--- config.mk ---
export PLATFORM = sky130hd
export DESIGN_NAME = mqf_flags
export DESIGN_NICKNAME = d
export VERILOG_FILES = /design/src/logic/mqf_pkg.sv /design/src/logic/mqf_flags.sv
export VERILOG_INCLUDE_DIRS = /design/src /design/src/logic
export SDC_FILE = /design/constraint.sdc
export NUM_CORES = 1
export LEC_CHECK = 0
export BUFFER_PORTS_ARGS = -buffer_cell sky130_fd_sc_hd__buf_4
export CAP_MARGIN = 20
export CORE_MARGIN = 5
export CORE_UTILIZATION = 55
export DETAILED_ROUTE_END_ITERATION = 10
export PLACE_DENSITY = 0.73
export SLEW_MARGIN = 20
export SYNTH_ARGS = -nofsm -noshare
export SYNTH_HDL_FRONTEND = slang
export SYNTH_SLANG_ARGS = --single-unit
export TNS_END_PERCENT = 1
--- constraint.sdc ---
create_clock -name aclk -period 18.3 [get_ports aclk]
set_input_delay 2.745 -clock aclk [delete_from_list [all_inputs] [get_ports aclk]]
set_output_delay 2.745 -clock aclk [all_outputs]
set_load 0.03 [all_outputs]
--- src/logic/mqf_map.svh ---
`ifndef MQF_MAP_SVH
`define MQF_MAP_SVH

// ************************************************************
// Register byte addresses
// ************************************************************
`define MQF_ADDR_CTRL  8'h00
`define MQF_ADDR_DEPTH 8'h04
`define MQF_ADDR_AEOFF 8'h08
`define MQF_ADDR_AFOFF 8'h0C
`define MQF_ADDR_STAT  8'h10
`define MQF_ADDR_LEVEL 8'h14

// ************************************************************
// Reset values and unit steps
// ************************************************************
`define MQF_DEPTH_RST  17'h02000
`define MQF_OFF_LOW    17'h00008
`define MQF_OFF_HIGH   17'h00080
`define MQF_OFF_ONE    17'h00001
`define MQF_U1         18'h00001
`define MQF_U2         18'h00002

// ************************************************************
// Bus answers
// ************************************************************
`define MQF_RESP_OK    2'h0
`define MQF_RESP_ERR   2'h2

`endif

--- src/logic/mqf_pkg.sv ---
package mqf_pkg;

  // ************************************************************
  // Sizes
  // ************************************************************
  localparam int MQF_NQ = 4;

  // ************************************************************
  // Types
  // ************************************************************
  // Bus matching setup, common to all queues
  typedef enum logic [1:0]
  {
    MQF_EQ    = 2'b00,
    MQF_I18O9 = 2'b01,
    MQF_I9O18 = 2'b10
  } mqf_mode_t;

  // One queue port: an operation strobe and the queue it targets
  typedef struct packed
  {
    logic       en;
    logic [1:0] q;
  } mqf_port_t;

endpackage

--- src/logic/mqf_flags.sv ---
`timescale 1ns/100ps
`include "mqf_map.svh"

module mqf_flags
  import mqf_pkg::*;
(
  // Clock and reset
  input  wire logic        aclk,
  input  wire logic        aresetn,
  // AXI4-Lite write channels
  input  wire logic [7:0]  s_axi_awaddr,
  input  wire logic        s_axi_awvalid,
  output logic             s_axi_awready,
  input  wire logic [31:0] s_axi_wdata,
  input  wire logic [3:0]  s_axi_wstrb,
  input  wire logic        s_axi_wvalid,
  output logic             s_axi_wready,
  output logic [1:0]       s_axi_bresp,
  output logic             s_axi_bvalid,
  input  wire logic        s_axi_bready,
  // AXI4-Lite read channels
  input  wire logic [7:0]  s_axi_araddr,
  input  wire logic        s_axi_arvalid,
  output logic             s_axi_arready,
  output logic [31:0]      s_axi_rdata,
  output logic [1:0]       s_axi_rresp,
  output logic             s_axi_rvalid,
  input  wire logic        s_axi_rready,
  // Queue ports and strap
  input  wire mqf_port_t   wr_port,
  input  wire mqf_port_t   rd_port,
  input  wire logic        default_offset_select,
  // Flags
  output logic             output_valid_n,
  output logic             full_flag_n,
  output logic             active_almost_empty_n,
  output logic             active_almost_full_n,
  output logic [3:0]       almost_empty_status_bus,
  output logic [3:0]       almost_full_status_bus
);

  // ************************************************************
  // Functions
  // ************************************************************
  // Boundary in storage units: the fall-through bonus is dropped for
  // 18-in/9-out, and the count doubles unless both widths match
  function automatic logic [17:0] f_thr(mqf_mode_t md, logic [16:0] x, logic s);
    logic [17:0] b;
    b = {1'b0, x} + ((md == MQF_I18O9) ? 18'h00000 : {17'h00000, s});
    f_thr = (md == MQF_EQ) ? b : {b[16:0], 1'b0};
  endfunction

  // Byte-lane merge for register writes
  function automatic logic [31:0] f_merge(logic [31:0] old, logic [31:0] d, logic [3:0] be);
    f_merge = old;
    for (int i = 0; i < 4; i++)
    begin
      if (be[i])
        f_merge[8*i +: 8] = d[8*i +: 8];
    end
  endfunction

  // ************************************************************
  // State
  // ************************************************************
  mqf_mode_t   mode_ff;
  logic [16:0] depth_ff;
  logic [16:0] aeoff_ff;
  logic [16:0] afoff_ff;
  logic [17:0] lvl_ff [MQF_NQ];
  logic [3:0]  sh_ff;
  logic        valid_n_ff;
  logic        full_n_ff;
  logic        act_ae_n_ff;
  logic        act_ae_d1_ff;
  logic        act_af_n_ff;
  logic        act_af_d1_ff;
  logic [3:0]  aeb_ff;
  logic [3:0]  aeb_d1_ff;
  logic [3:0]  afb_ff;
  logic [3:0]  afb_d1_ff;

  // ************************************************************
  // Queue occupancy
  // ************************************************************
  logic [17:0] nxt_lvl [MQF_NQ];
  logic [3:0]  nxt_sh;
  logic [3:0]  fl_w;
  logic [3:0]  nxt_fl_w;
  logic [3:0]  ae_now_w;
  logic [3:0]  af_now_w;
  wire  [17:0] wmul = (mode_ff == MQF_I18O9) ? `MQF_U2 : `MQF_U1;
  wire  [17:0] rmul = (mode_ff == MQF_I9O18) ? `MQF_U2 : `MQF_U1;
  wire  [16:0] ae_base = aeoff_ff + `MQF_OFF_ONE;
  wire  [16:0] af_base = depth_ff - afoff_ff;
  wire         af_bonus_all = (mode_ff == MQF_I9O18);

  // Writes to a full queue and reads of an empty one are dropped
  wire wr_ok = wr_port.en && !fl_w[wr_port.q];
  wire rd_ok = rd_port.en && (lvl_ff[rd_port.q] >= rmul);

  // Levels count 9-bit units so every width setup shares one counter
  for (genvar q = 0; q < MQF_NQ; q++)
  begin : g_q
    wire         wh = wr_ok && (wr_port.q == 2'(q));
    wire         rh = rd_ok && (rd_port.q == 2'(q));
    wire         first = wh && (lvl_ff[q] == '0);
    // Read port on the queue at the first write means a word falls through
    assign nxt_sh[q]   = first ? (rd_port.q == 2'(q)) : sh_ff[q];
    assign nxt_lvl[q]  = lvl_ff[q] + (wh ? wmul : '0) - (rh ? rmul : '0);
    assign fl_w[q]     = lvl_ff[q] >= f_thr(mode_ff, depth_ff, sh_ff[q]);
    assign nxt_fl_w[q] = nxt_lvl[q] >= f_thr(mode_ff, depth_ff, nxt_sh[q]);
    assign ae_now_w[q] = lvl_ff[q] >= f_thr(mode_ff, ae_base, sh_ff[q]);
    assign af_now_w[q] = !(lvl_ff[q] >= f_thr(mode_ff, af_base,
                           af_bonus_all | sh_ff[q]));
  end

  // Levels and fall-through marks
  always_ff @(posedge aclk)
  begin
    if (!aresetn)
    begin
      sh_ff <= '0;
      for (int i = 0; i < MQF_NQ; i++)
        lvl_ff[i] <= '0;
    end
    else
    begin
      sh_ff <= nxt_sh;
      for (int i = 0; i < MQF_NQ; i++)
        lvl_ff[i] <= nxt_lvl[i];
    end
  end

  // ************************************************************
  // Discrete active-queue flags
  // ************************************************************
  wire rq_lo     = lvl_ff[rd_port.q] < rmul;
  wire rq_lo_nxt = nxt_lvl[rd_port.q] < rmul;
  wire wq_fill   = wr_ok && nxt_fl_w[wr_port.q];
  wire ae_act_w  = ae_now_w[rd_port.q];
  wire af_act_w  = af_now_w[wr_port.q];
  // Valid needs a word both now and after this edge's read
  wire nxt_valid_n = rq_lo || rq_lo_nxt;
  // Falls with the filling write, rises one edge after the read frees room
  wire nxt_full_n = !wq_fill && !fl_w[wr_port.q];

  // Active flags: one stage for the releasing edge, two for the asserting one
  always_ff @(posedge aclk)
  begin
    if (!aresetn)
    begin
      valid_n_ff   <= 1'b1;
      full_n_ff    <= 1'b1;
      act_ae_d1_ff <= 1'b0;
      act_ae_n_ff  <= 1'b0;
      act_af_d1_ff <= 1'b1;
      act_af_n_ff  <= 1'b1;
    end
    else
    begin
      valid_n_ff   <= nxt_valid_n;
      full_n_ff    <= nxt_full_n;
      act_ae_d1_ff <= ae_act_w;
      act_ae_n_ff  <= ae_act_w | act_ae_d1_ff;
      act_af_d1_ff <= af_act_w;
      act_af_n_ff  <= af_act_w | act_af_d1_ff;
    end
  end

  // ************************************************************
  // Status buses
  // ************************************************************
  // Bit k follows queue k whatever either port selects; a queue
  // switch cannot stretch these, but the tolerated extra cycle still shows on each asserting edge
  always_ff @(posedge aclk)
  begin
    if (!aresetn)
    begin
      aeb_d1_ff <= '0;
      aeb_ff    <= '0;
      afb_d1_ff <= '1;
      afb_ff    <= '1;
    end
    else
    begin
      aeb_d1_ff <= ae_now_w;
      aeb_ff    <= ae_now_w | aeb_d1_ff;
      afb_d1_ff <= af_now_w;
      afb_ff    <= af_now_w | afb_d1_ff;
    end
  end

  assign output_valid_n          = valid_n_ff;
  assign full_flag_n             = full_n_ff;
  assign active_almost_empty_n   = act_ae_n_ff;
  assign active_almost_full_n    = act_af_n_ff;
  assign almost_empty_status_bus = aeb_ff;
  assign almost_full_status_bus  = afb_ff;

  // ************************************************************
  // AXI4-Lite slave
  // ************************************************************
  logic        aw_hold_ff;
  logic        w_hold_ff;
  logic [7:0]  awaddr_ff;
  logic [31:0] wdata_ff;
  logic [3:0]  wstrb_ff;
  logic        bvalid_ff;
  logic [1:0]  bresp_ff;
  logic        rvalid_ff;
  logic [31:0] rdata_ff;
  logic [1:0]  rresp_ff;

  // Address and data are caught separately, in either order
  assign s_axi_awready = !aw_hold_ff;
  assign s_axi_wready  = !w_hold_ff;
  assign s_axi_bvalid  = bvalid_ff;
  assign s_axi_bresp   = bresp_ff;
  assign s_axi_arready = !rvalid_ff;
  assign s_axi_rvalid  = rvalid_ff;
  assign s_axi_rdata   = rdata_ff;
  assign s_axi_rresp   = rresp_ff;

  wire wr_do  = aw_hold_ff && w_hold_ff && !bvalid_ff;
  wire sel_c  = awaddr_ff == `MQF_ADDR_CTRL;
  wire sel_d  = awaddr_ff == `MQF_ADDR_DEPTH;
  wire sel_e  = awaddr_ff == `MQF_ADDR_AEOFF;
  wire sel_f  = awaddr_ff == `MQF_ADDR_AFOFF;
  wire wr_hit = sel_c || sel_d || sel_e || sel_f;
  wire [31:0] m_ctrl  = f_merge(32'(mode_ff), wdata_ff, wstrb_ff);
  wire [31:0] m_depth = f_merge(32'(depth_ff), wdata_ff, wstrb_ff);
  wire [31:0] m_aeoff = f_merge(32'(aeoff_ff), wdata_ff, wstrb_ff);
  wire [31:0] m_afoff = f_merge(32'(afoff_ff), wdata_ff, wstrb_ff);
  // An unused mode code would mis-scale every boundary, so it is ignored
  wire mode_legal = m_ctrl[1:0] != 2'b11;

  // Read selection; status and level show live block state
  wire ar_do = s_axi_arvalid && !rvalid_ff;
  wire [31:0] stat_w = {20'h00000, afb_ff, aeb_ff,
                        act_af_n_ff, act_ae_n_ff, full_n_ff, valid_n_ff};
  wire rd_hit = (s_axi_araddr == `MQF_ADDR_CTRL) || (s_axi_araddr == `MQF_ADDR_DEPTH)
             || (s_axi_araddr == `MQF_ADDR_AEOFF) || (s_axi_araddr == `MQF_ADDR_AFOFF)
             || (s_axi_araddr == `MQF_ADDR_STAT) || (s_axi_araddr == `MQF_ADDR_LEVEL);
  wire [31:0] rd_val =
      (s_axi_araddr == `MQF_ADDR_CTRL)  ? 32'(mode_ff)  :
      (s_axi_araddr == `MQF_ADDR_DEPTH) ? 32'(depth_ff) :
      (s_axi_araddr == `MQF_ADDR_AEOFF) ? 32'(aeoff_ff) :
      (s_axi_araddr == `MQF_ADDR_AFOFF) ? 32'(afoff_ff) :
      (s_axi_araddr == `MQF_ADDR_STAT)  ? stat_w        :
      (s_axi_araddr == `MQF_ADDR_LEVEL) ? 32'(lvl_ff[rd_port.q]) : 32'h00000000;

  // Write channel bookkeeping
  always_ff @(posedge aclk)
  begin
    if (!aresetn)
    begin
      aw_hold_ff <= 1'b0;
      w_hold_ff  <= 1'b0;
      awaddr_ff  <= '0;
      wdata_ff   <= '0;
      wstrb_ff   <= '0;
      bvalid_ff  <= 1'b0;
      bresp_ff   <= `MQF_RESP_OK;
    end
    else
    begin
      if (s_axi_awvalid && !aw_hold_ff)
      begin
        aw_hold_ff <= 1'b1;
        awaddr_ff  <= s_axi_awaddr;
      end
      if (s_axi_wvalid && !w_hold_ff)
      begin
        w_hold_ff <= 1'b1;
        wdata_ff  <= s_axi_wdata;
        wstrb_ff  <= s_axi_wstrb;
      end
      if (wr_do)
      begin
        aw_hold_ff <= 1'b0;
        w_hold_ff  <= 1'b0;
        bvalid_ff  <= 1'b1;
        bresp_ff   <= wr_hit ? `MQF_RESP_OK : `MQF_RESP_ERR;
      end
      else if (bvalid_ff && s_axi_bready)
        bvalid_ff <= 1'b0;
    end
  end

  // Control registers; offsets take their default from the strap at reset
  always_ff @(posedge aclk)
  begin
    if (!aresetn)
    begin
      mode_ff  <= MQF_EQ;
      depth_ff <= `MQF_DEPTH_RST;
      aeoff_ff <= default_offset_select ? `MQF_OFF_HIGH : `MQF_OFF_LOW;
      afoff_ff <= default_offset_select ? `MQF_OFF_HIGH : `MQF_OFF_LOW;
    end
    else if (wr_do)
    begin
      if (sel_c && mode_legal)
        mode_ff <= mqf_mode_t'(m_ctrl[1:0]);
      if (sel_d)
        depth_ff <= m_depth[16:0];
      if (sel_e)
        aeoff_ff <= m_aeoff[16:0];
      if (sel_f)
        afoff_ff <= m_afoff[16:0];
    end
  end

  // Read channel; data is held until the master takes it
  always_ff @(posedge aclk)
  begin
    if (!aresetn)
    begin
      rvalid_ff <= 1'b0;
      rdata_ff  <= '0;
      rresp_ff  <= `MQF_RESP_OK;
    end
    else if (ar_do)
    begin
      rvalid_ff <= 1'b1;
      rdata_ff  <= rd_val;
      rresp_ff  <= rd_hit ? `MQF_RESP_OK : `MQF_RESP_ERR;
    end
    else if (rvalid_ff && s_axi_rready)
      rvalid_ff <= 1'b0;
  end
endmodule

---- After elaboration in Yosys (flattened, before gate mapping) ----
Memories as Yosys holds them, arrays and structs flattened.
Cells that the tools add are included.
word-level totals
  bits in writable memories ............... 72
  flip-flop bits (word level) ............. 147
  memories ................................ 1
memory list
  name    depth  bits a word  rd ports  clocked after memory_dff  wr ports  RTL line         text
  lvl_ff  4      18           5         0                         4         mqf_flags.sv:70  logic [17:0] lvl_ff [MQF_NQ];
cells by class
  muxes and demuxes ....................... 82
  bitwise gates (word level) .............. 14
  reduce and logical (&&, ||, !) cells .... 65
  $add $sub $neg .......................... 26
  order comparisons ....................... 22
  equal/unequal tests ..................... 23
operators with widths
  kind                                                 number
  2-to-1 mux 18 bit                                    28
  >= comparator 18 bit                                 16
  adder 17 x 1 -> 18 bit                               12
  2-to-1 mux 17 bit                                    6
  adder 17 x 18 -> 18 bit                              4
  adder 18 x 2 -> 18 bit                               4
  logical NOT 18 bit                                   4
  subtractor 18 x 2 -> 18 bit                          4
  binary-select mux 18 bit (select 2 bit)              1
  less-than comparator 18 x 2 -> 1 bit                 2
  equality test 8 x 4 -> 1 bit, second input constant  4
  2-to-1 mux 1 bit                                     27
  AND reduction 3 bit                                  9
  2-to-1 mux 2 bit                                     13
  logical AND 1 bit                                    24
  2-to-1 mux 8 bit                                     3
  >= comparator 18 x 2 -> 1 bit                        1
  adder 17 x 1 -> 17 bit, second input constant        1
  subtractor 17 bit                                    1
  equality test 8 x 3 -> 1 bit, second input constant  2
  equality test 8 x 5 -> 1 bit, second input constant  2
  logical NOT 8 bit                                    2
  != test 2 x 1 -> 1 bit, second input constant        6
  equality test 2 bit, second input constant           5
  other kinds (15)                                     51

---- Logic depth before layout (Yosys ltp) ----
  depth after elaboration ................. 21
  depth in mapped cells ................... 43
  mapped depth without buffers ............ 42

---- Worst setup path before layout ----
Ideal clock, no wire load.
  path type ............................... input to register
  from .................................... input rd_port[0] (netlist bit)
  to ...................................... register full_n_ff (netlist: full_flag_n)
  data required time ...................... 18213 ps
  setup slack ............................. 9084 ps
  cell stages on the path ................. 32
  setup time .............................. 87 ps
  arrival time ............................ 9129 ps
  buffers on the path ..................... 3
  cells stage by stage .................... buf_2 buf_4 buf_2 mux4_2 ha_1 nor2b_1 nor3_1 nand4_1 or4_1 a21oi_1 nor2b_1 nor2b_1 and2_1 fa_1 inv_1 ha_1 a21o_1 and4b_1 o2111ai_1 nand2_1 a21oi_1 xnor2_1 ha_1 a21o_1 a21o_1 a2111oi_0 o21ai_0 a21oi_1 a221oi_1 o2111a_1 o221a_2 o31ai_1
RTL lines
  element               RTL line          text
  start, declared       mqf_flags.sv:31   input wire mqf_port_t rd_port,
  end signal, assigned  mqf_flags.sv:163  full_n_ff <= nxt_full_n;
  end, declared         mqf_flags.sv:73   logic full_n_ff;

==> summary.txt <==
Critical path
  – R2R setup slack: 8.00 ns
  – Crit Path Max Fanout: 37
  – Startpoint Class: primary input
  – Endpoint class of the critical path: flip-flop
  – RR Endpoint: full_flag_n
  – Cells on worst reg2reg path: 39
  – Critical path's largest stage delay: 0.66 ns
  – R2r startpoint: mode_ff[1]
  – WS Path Type: primary input to flip-flop
  – WP data required: 18.71 ns
  – Critical path arrival: 10.87 ns
  – Slowest cell on crit path: mux4_2

Routing
  – Routed Antenna Nets: 0
  – DRT Pass-1 Iters: 7
  – Routed wire per std cell: 26.3 um
  – Initial DRC Count: 3298
  – Via count: 26948
  – Drt total wl: 108 mm
  – Drt drc: 0
  – Via-to-Cell Ratio: 6.55

Logic synthesis
  – Avg Synthesized Cell Area: 7.73 um2
  – Asr flop ratio synth: 0%
  – Mapped Area: 26700 um2
  – Register bit count reported by yosys: 203
  – Register area share after synthesis: 16.5%
  – Synth warn: 0
  – EDFF count, synth: 34
  – Synth unique cells: 90
  – Synth Flop Type: dfxtp_1
  – Cell count after synthesis: 3454

Floorplanning
  – IO Count: 119
  – Total core area: 47800 um2
  – Initial core utilization: 55.8%
  – Site row count: 80
  – Die height: 230 um
  – Die W: 230 um
  – Die ar.: 53100 um2

Cells and area
  – Layout area overhead: 8.07%
  – Inserted Diodes: 0
  – Most frequent cells in the layout: 440 x ha_1, 382 x nand2_1, 292 x nor2_1, 247 x a21oi_1, 204 x o21ai_0
  – Util after Layout: 60.3%
  – Post-route cell area: 28900 um2
  – Layout cell share with drive strength beyond 1: 7.65%
  – Fill count: 4421
  – Nets: 4003
  – Commonest non-fill, non-tap cell in the layout: ha_1

Run
  – Max-Cap Viols: 0

Timing
  – Setup TNS: 0 ns
  – Slew HR: 25.8%
  – Clock skew: 0.0352 ns
  – # setup viols final: 0
  – Final Hold Viols: 0
  – RSZ-0062 raised after global routing: no
  – Measured slew at the worst slew-check pin: 1.10 ns
  – Minimum clock period: 10.46 ns
  – Period utilization: 57.1%
  – Max Slew Vio Count: 0
  – Hold Slack: 0.415 ns
  – Fmax: 95.6 MHz

Clocking
  – CTS tree: done
  – CTS Buffer Depth: 3
  – Post-CTS Resized: 0
  – Hold_buf cts: 0
  – Clk_lat worst skew: 0.58 ns
  – Post-CTS Setup Bufs: 0
  – CTS root buf: clkbuf_16
  – Num CTS Buffers: 26
  – Reg clk slew, reported paths: 0.06 ns
  – Sinks on Clock Net: 203
  – H-tree depth: 1

Place
  – Port-buffer cells: 86
  – Cell Area, Placed: 28000 um2
  – HPWL Detailed: 83.2 mm
  – GPL Wtd Cong: 1.11

Global routing
  – Initial antenna violation count: 3
  – Gr ovfl total: 0
  – Global-route wire length before repair: 159 mm
  – Global Route Usage Sum: 38.9%
  – Number of global-route vias before repair: 25710
  – Largest net degree at the start of global routing: 140

Hold path
  – Hold Path Cell Cnt: 1
  – Endpoint, Worst Hold: almost_full_status_bus[0]
  – Hold Path Class: flip-flop to flip-flop
  – Hold_sp: afb_d1_ff[0]

Power and ir drop
  – Power Dens Cells: 149 nW/um2
  – VDD IR max: 0.161 mV
  – Pleak: 12.7 nW
  – Power Total: 4.31 mW

Outcome
  – Run status: completed
worst max-delay path, delay by kind of cell:
family | cells | cell delay (ns)
and+or+nand+nor | 11 | 2.70
adders and majority gates | 4 | 1.42
muxes | 1 | 0.66
xor gates and xnor gates | 1 | 0.59
AOI/OAI and AO/OA | 10 | 2.04
buffers and inverters | 2 | 0.65
sequential cells by signal, indices dropped and copies added, names as in the netlist, 8 cells and up:
name         flops
lvl_ff          72
s_axi_rdata     18
awaddr_ff        8
afoff_ff        17
aeoff_ff        17
wdata_ff        17
depth_ff        17
area by class of cell:
cell class | instances | area, um2 | area share (%)
multi-input combinational | 2923 | 21000 | 72.9
clock buffer | 37 | 742 | 2.57
timing repair buffer | 154 | 1170 | 4.05
clock inverter | 5 | 66.3 | 0.230
tap | 615 | 769 | 2.67
sequential | 203 | 4400 | 15.3
inverter | 180 | 677 | 2.34
report_power, final:
part           switching [mW]  total, mW  internal, mW  leakage [nW]
Clock                   0.212      0.506         0.293         0.397
Sequential              0.226      0.778         0.552          1.73
Combinational            1.82       3.03          1.20          10.6
Total                    2.26       4.31          2.05          12.7
cell families after synthesis:
group | count (synthesis) | synth area share (%)
and+or+nand+nor | 1214 | 22.0
buffers and inverters | 343 | 5.10
other | 1 | 0.0140
DFF | 203 | 16.5
xor gates and xnor gates | 319 | 10.5
adders and majority gates | 450 | 21.3
muxes | 157 | 6.90
AOI/OAI and AO/OA | 767 | 17.7
cells in the mapped netlist (7+ instances only):
master	n	area, um2
xnor2_1	177	1550
a221oi_1	7	61.3
o221ai_1	7	61.3
or3_1	24	150
edfxtp_1	34	1020
o31ai_1	11	82.6
o21ai_0	204	1020
buf_4	18	135
a211o_1	9	78.8
o21a_1	20	150
and2_1	99	619
dfxtp_1	169	3380
nor3_1	66	330
nand3_1	92	460
clkbuf_1	108	405
and4_1	10	87.6
o22ai_1	12	75.1
xor2_1	139	1220
buf_1	32	120
a21oi_1	247	1240
a21o_1	80	601
nor2_1	293	1100
a211oi_1	20	150
mux4_2	21	473
nand2_1	382	1430
nand2b_1	54	338
a22oi_1	19	143
nand4_1	42	263
fa_1	9	180
mux2i_1	129	1290
inv_1	177	664
or2_2	18	113
nor4_1	29	181
nor2b_1	40	250
and3_1	14	87.6
nand3b_1	7	52.6
o21bai_1	20	150
a31oi_1	26	163
mux2_2	7	78.8
o211ai_1	18	135
a2111oi_0	8	70.1
ha_1	440	5510
routing by layer:
| metal | track usage [%] | wire [um] |
|---|---|---|
| met5 | 0 | 27 |
| met4 | 19.8 | 6880 |
| met3 | 10.9 | 13800 |
| met2 | 56.7 | 43900 |
| met1 | 52.5 | 43600 |
worst max-delay path by stage:
stage               slack, ns       start           to  cells after the start
finish                   7.84  rd_port[0]  full_flag_n                     29
global route             7.48  rd_port[0]  full_flag_n                     29
CTS                      8.19  rd_port[0]  full_flag_n                     30
detailed placement       7.64  rd_port[0]  full_flag_n                     30
global placement         7.66  rd_port[0]  full_flag_n                     30
floorplan                9.08  rd_port[0]  full_flag_n                     32
per-stage QoR:
| stage | std cells | worst slack (ns) |
|---|---|---|
| floorplan | 3469 | 9.08 |
| CTS | 4117 | 8.19 |
| detailed placement | 4075 | 7.64 |
| finish | 4117 | 7.84 |
| global route | 4117 | 7.48 |
| global placement | 4075 | 7.66 |
Power figures use the tool's default switching activity.
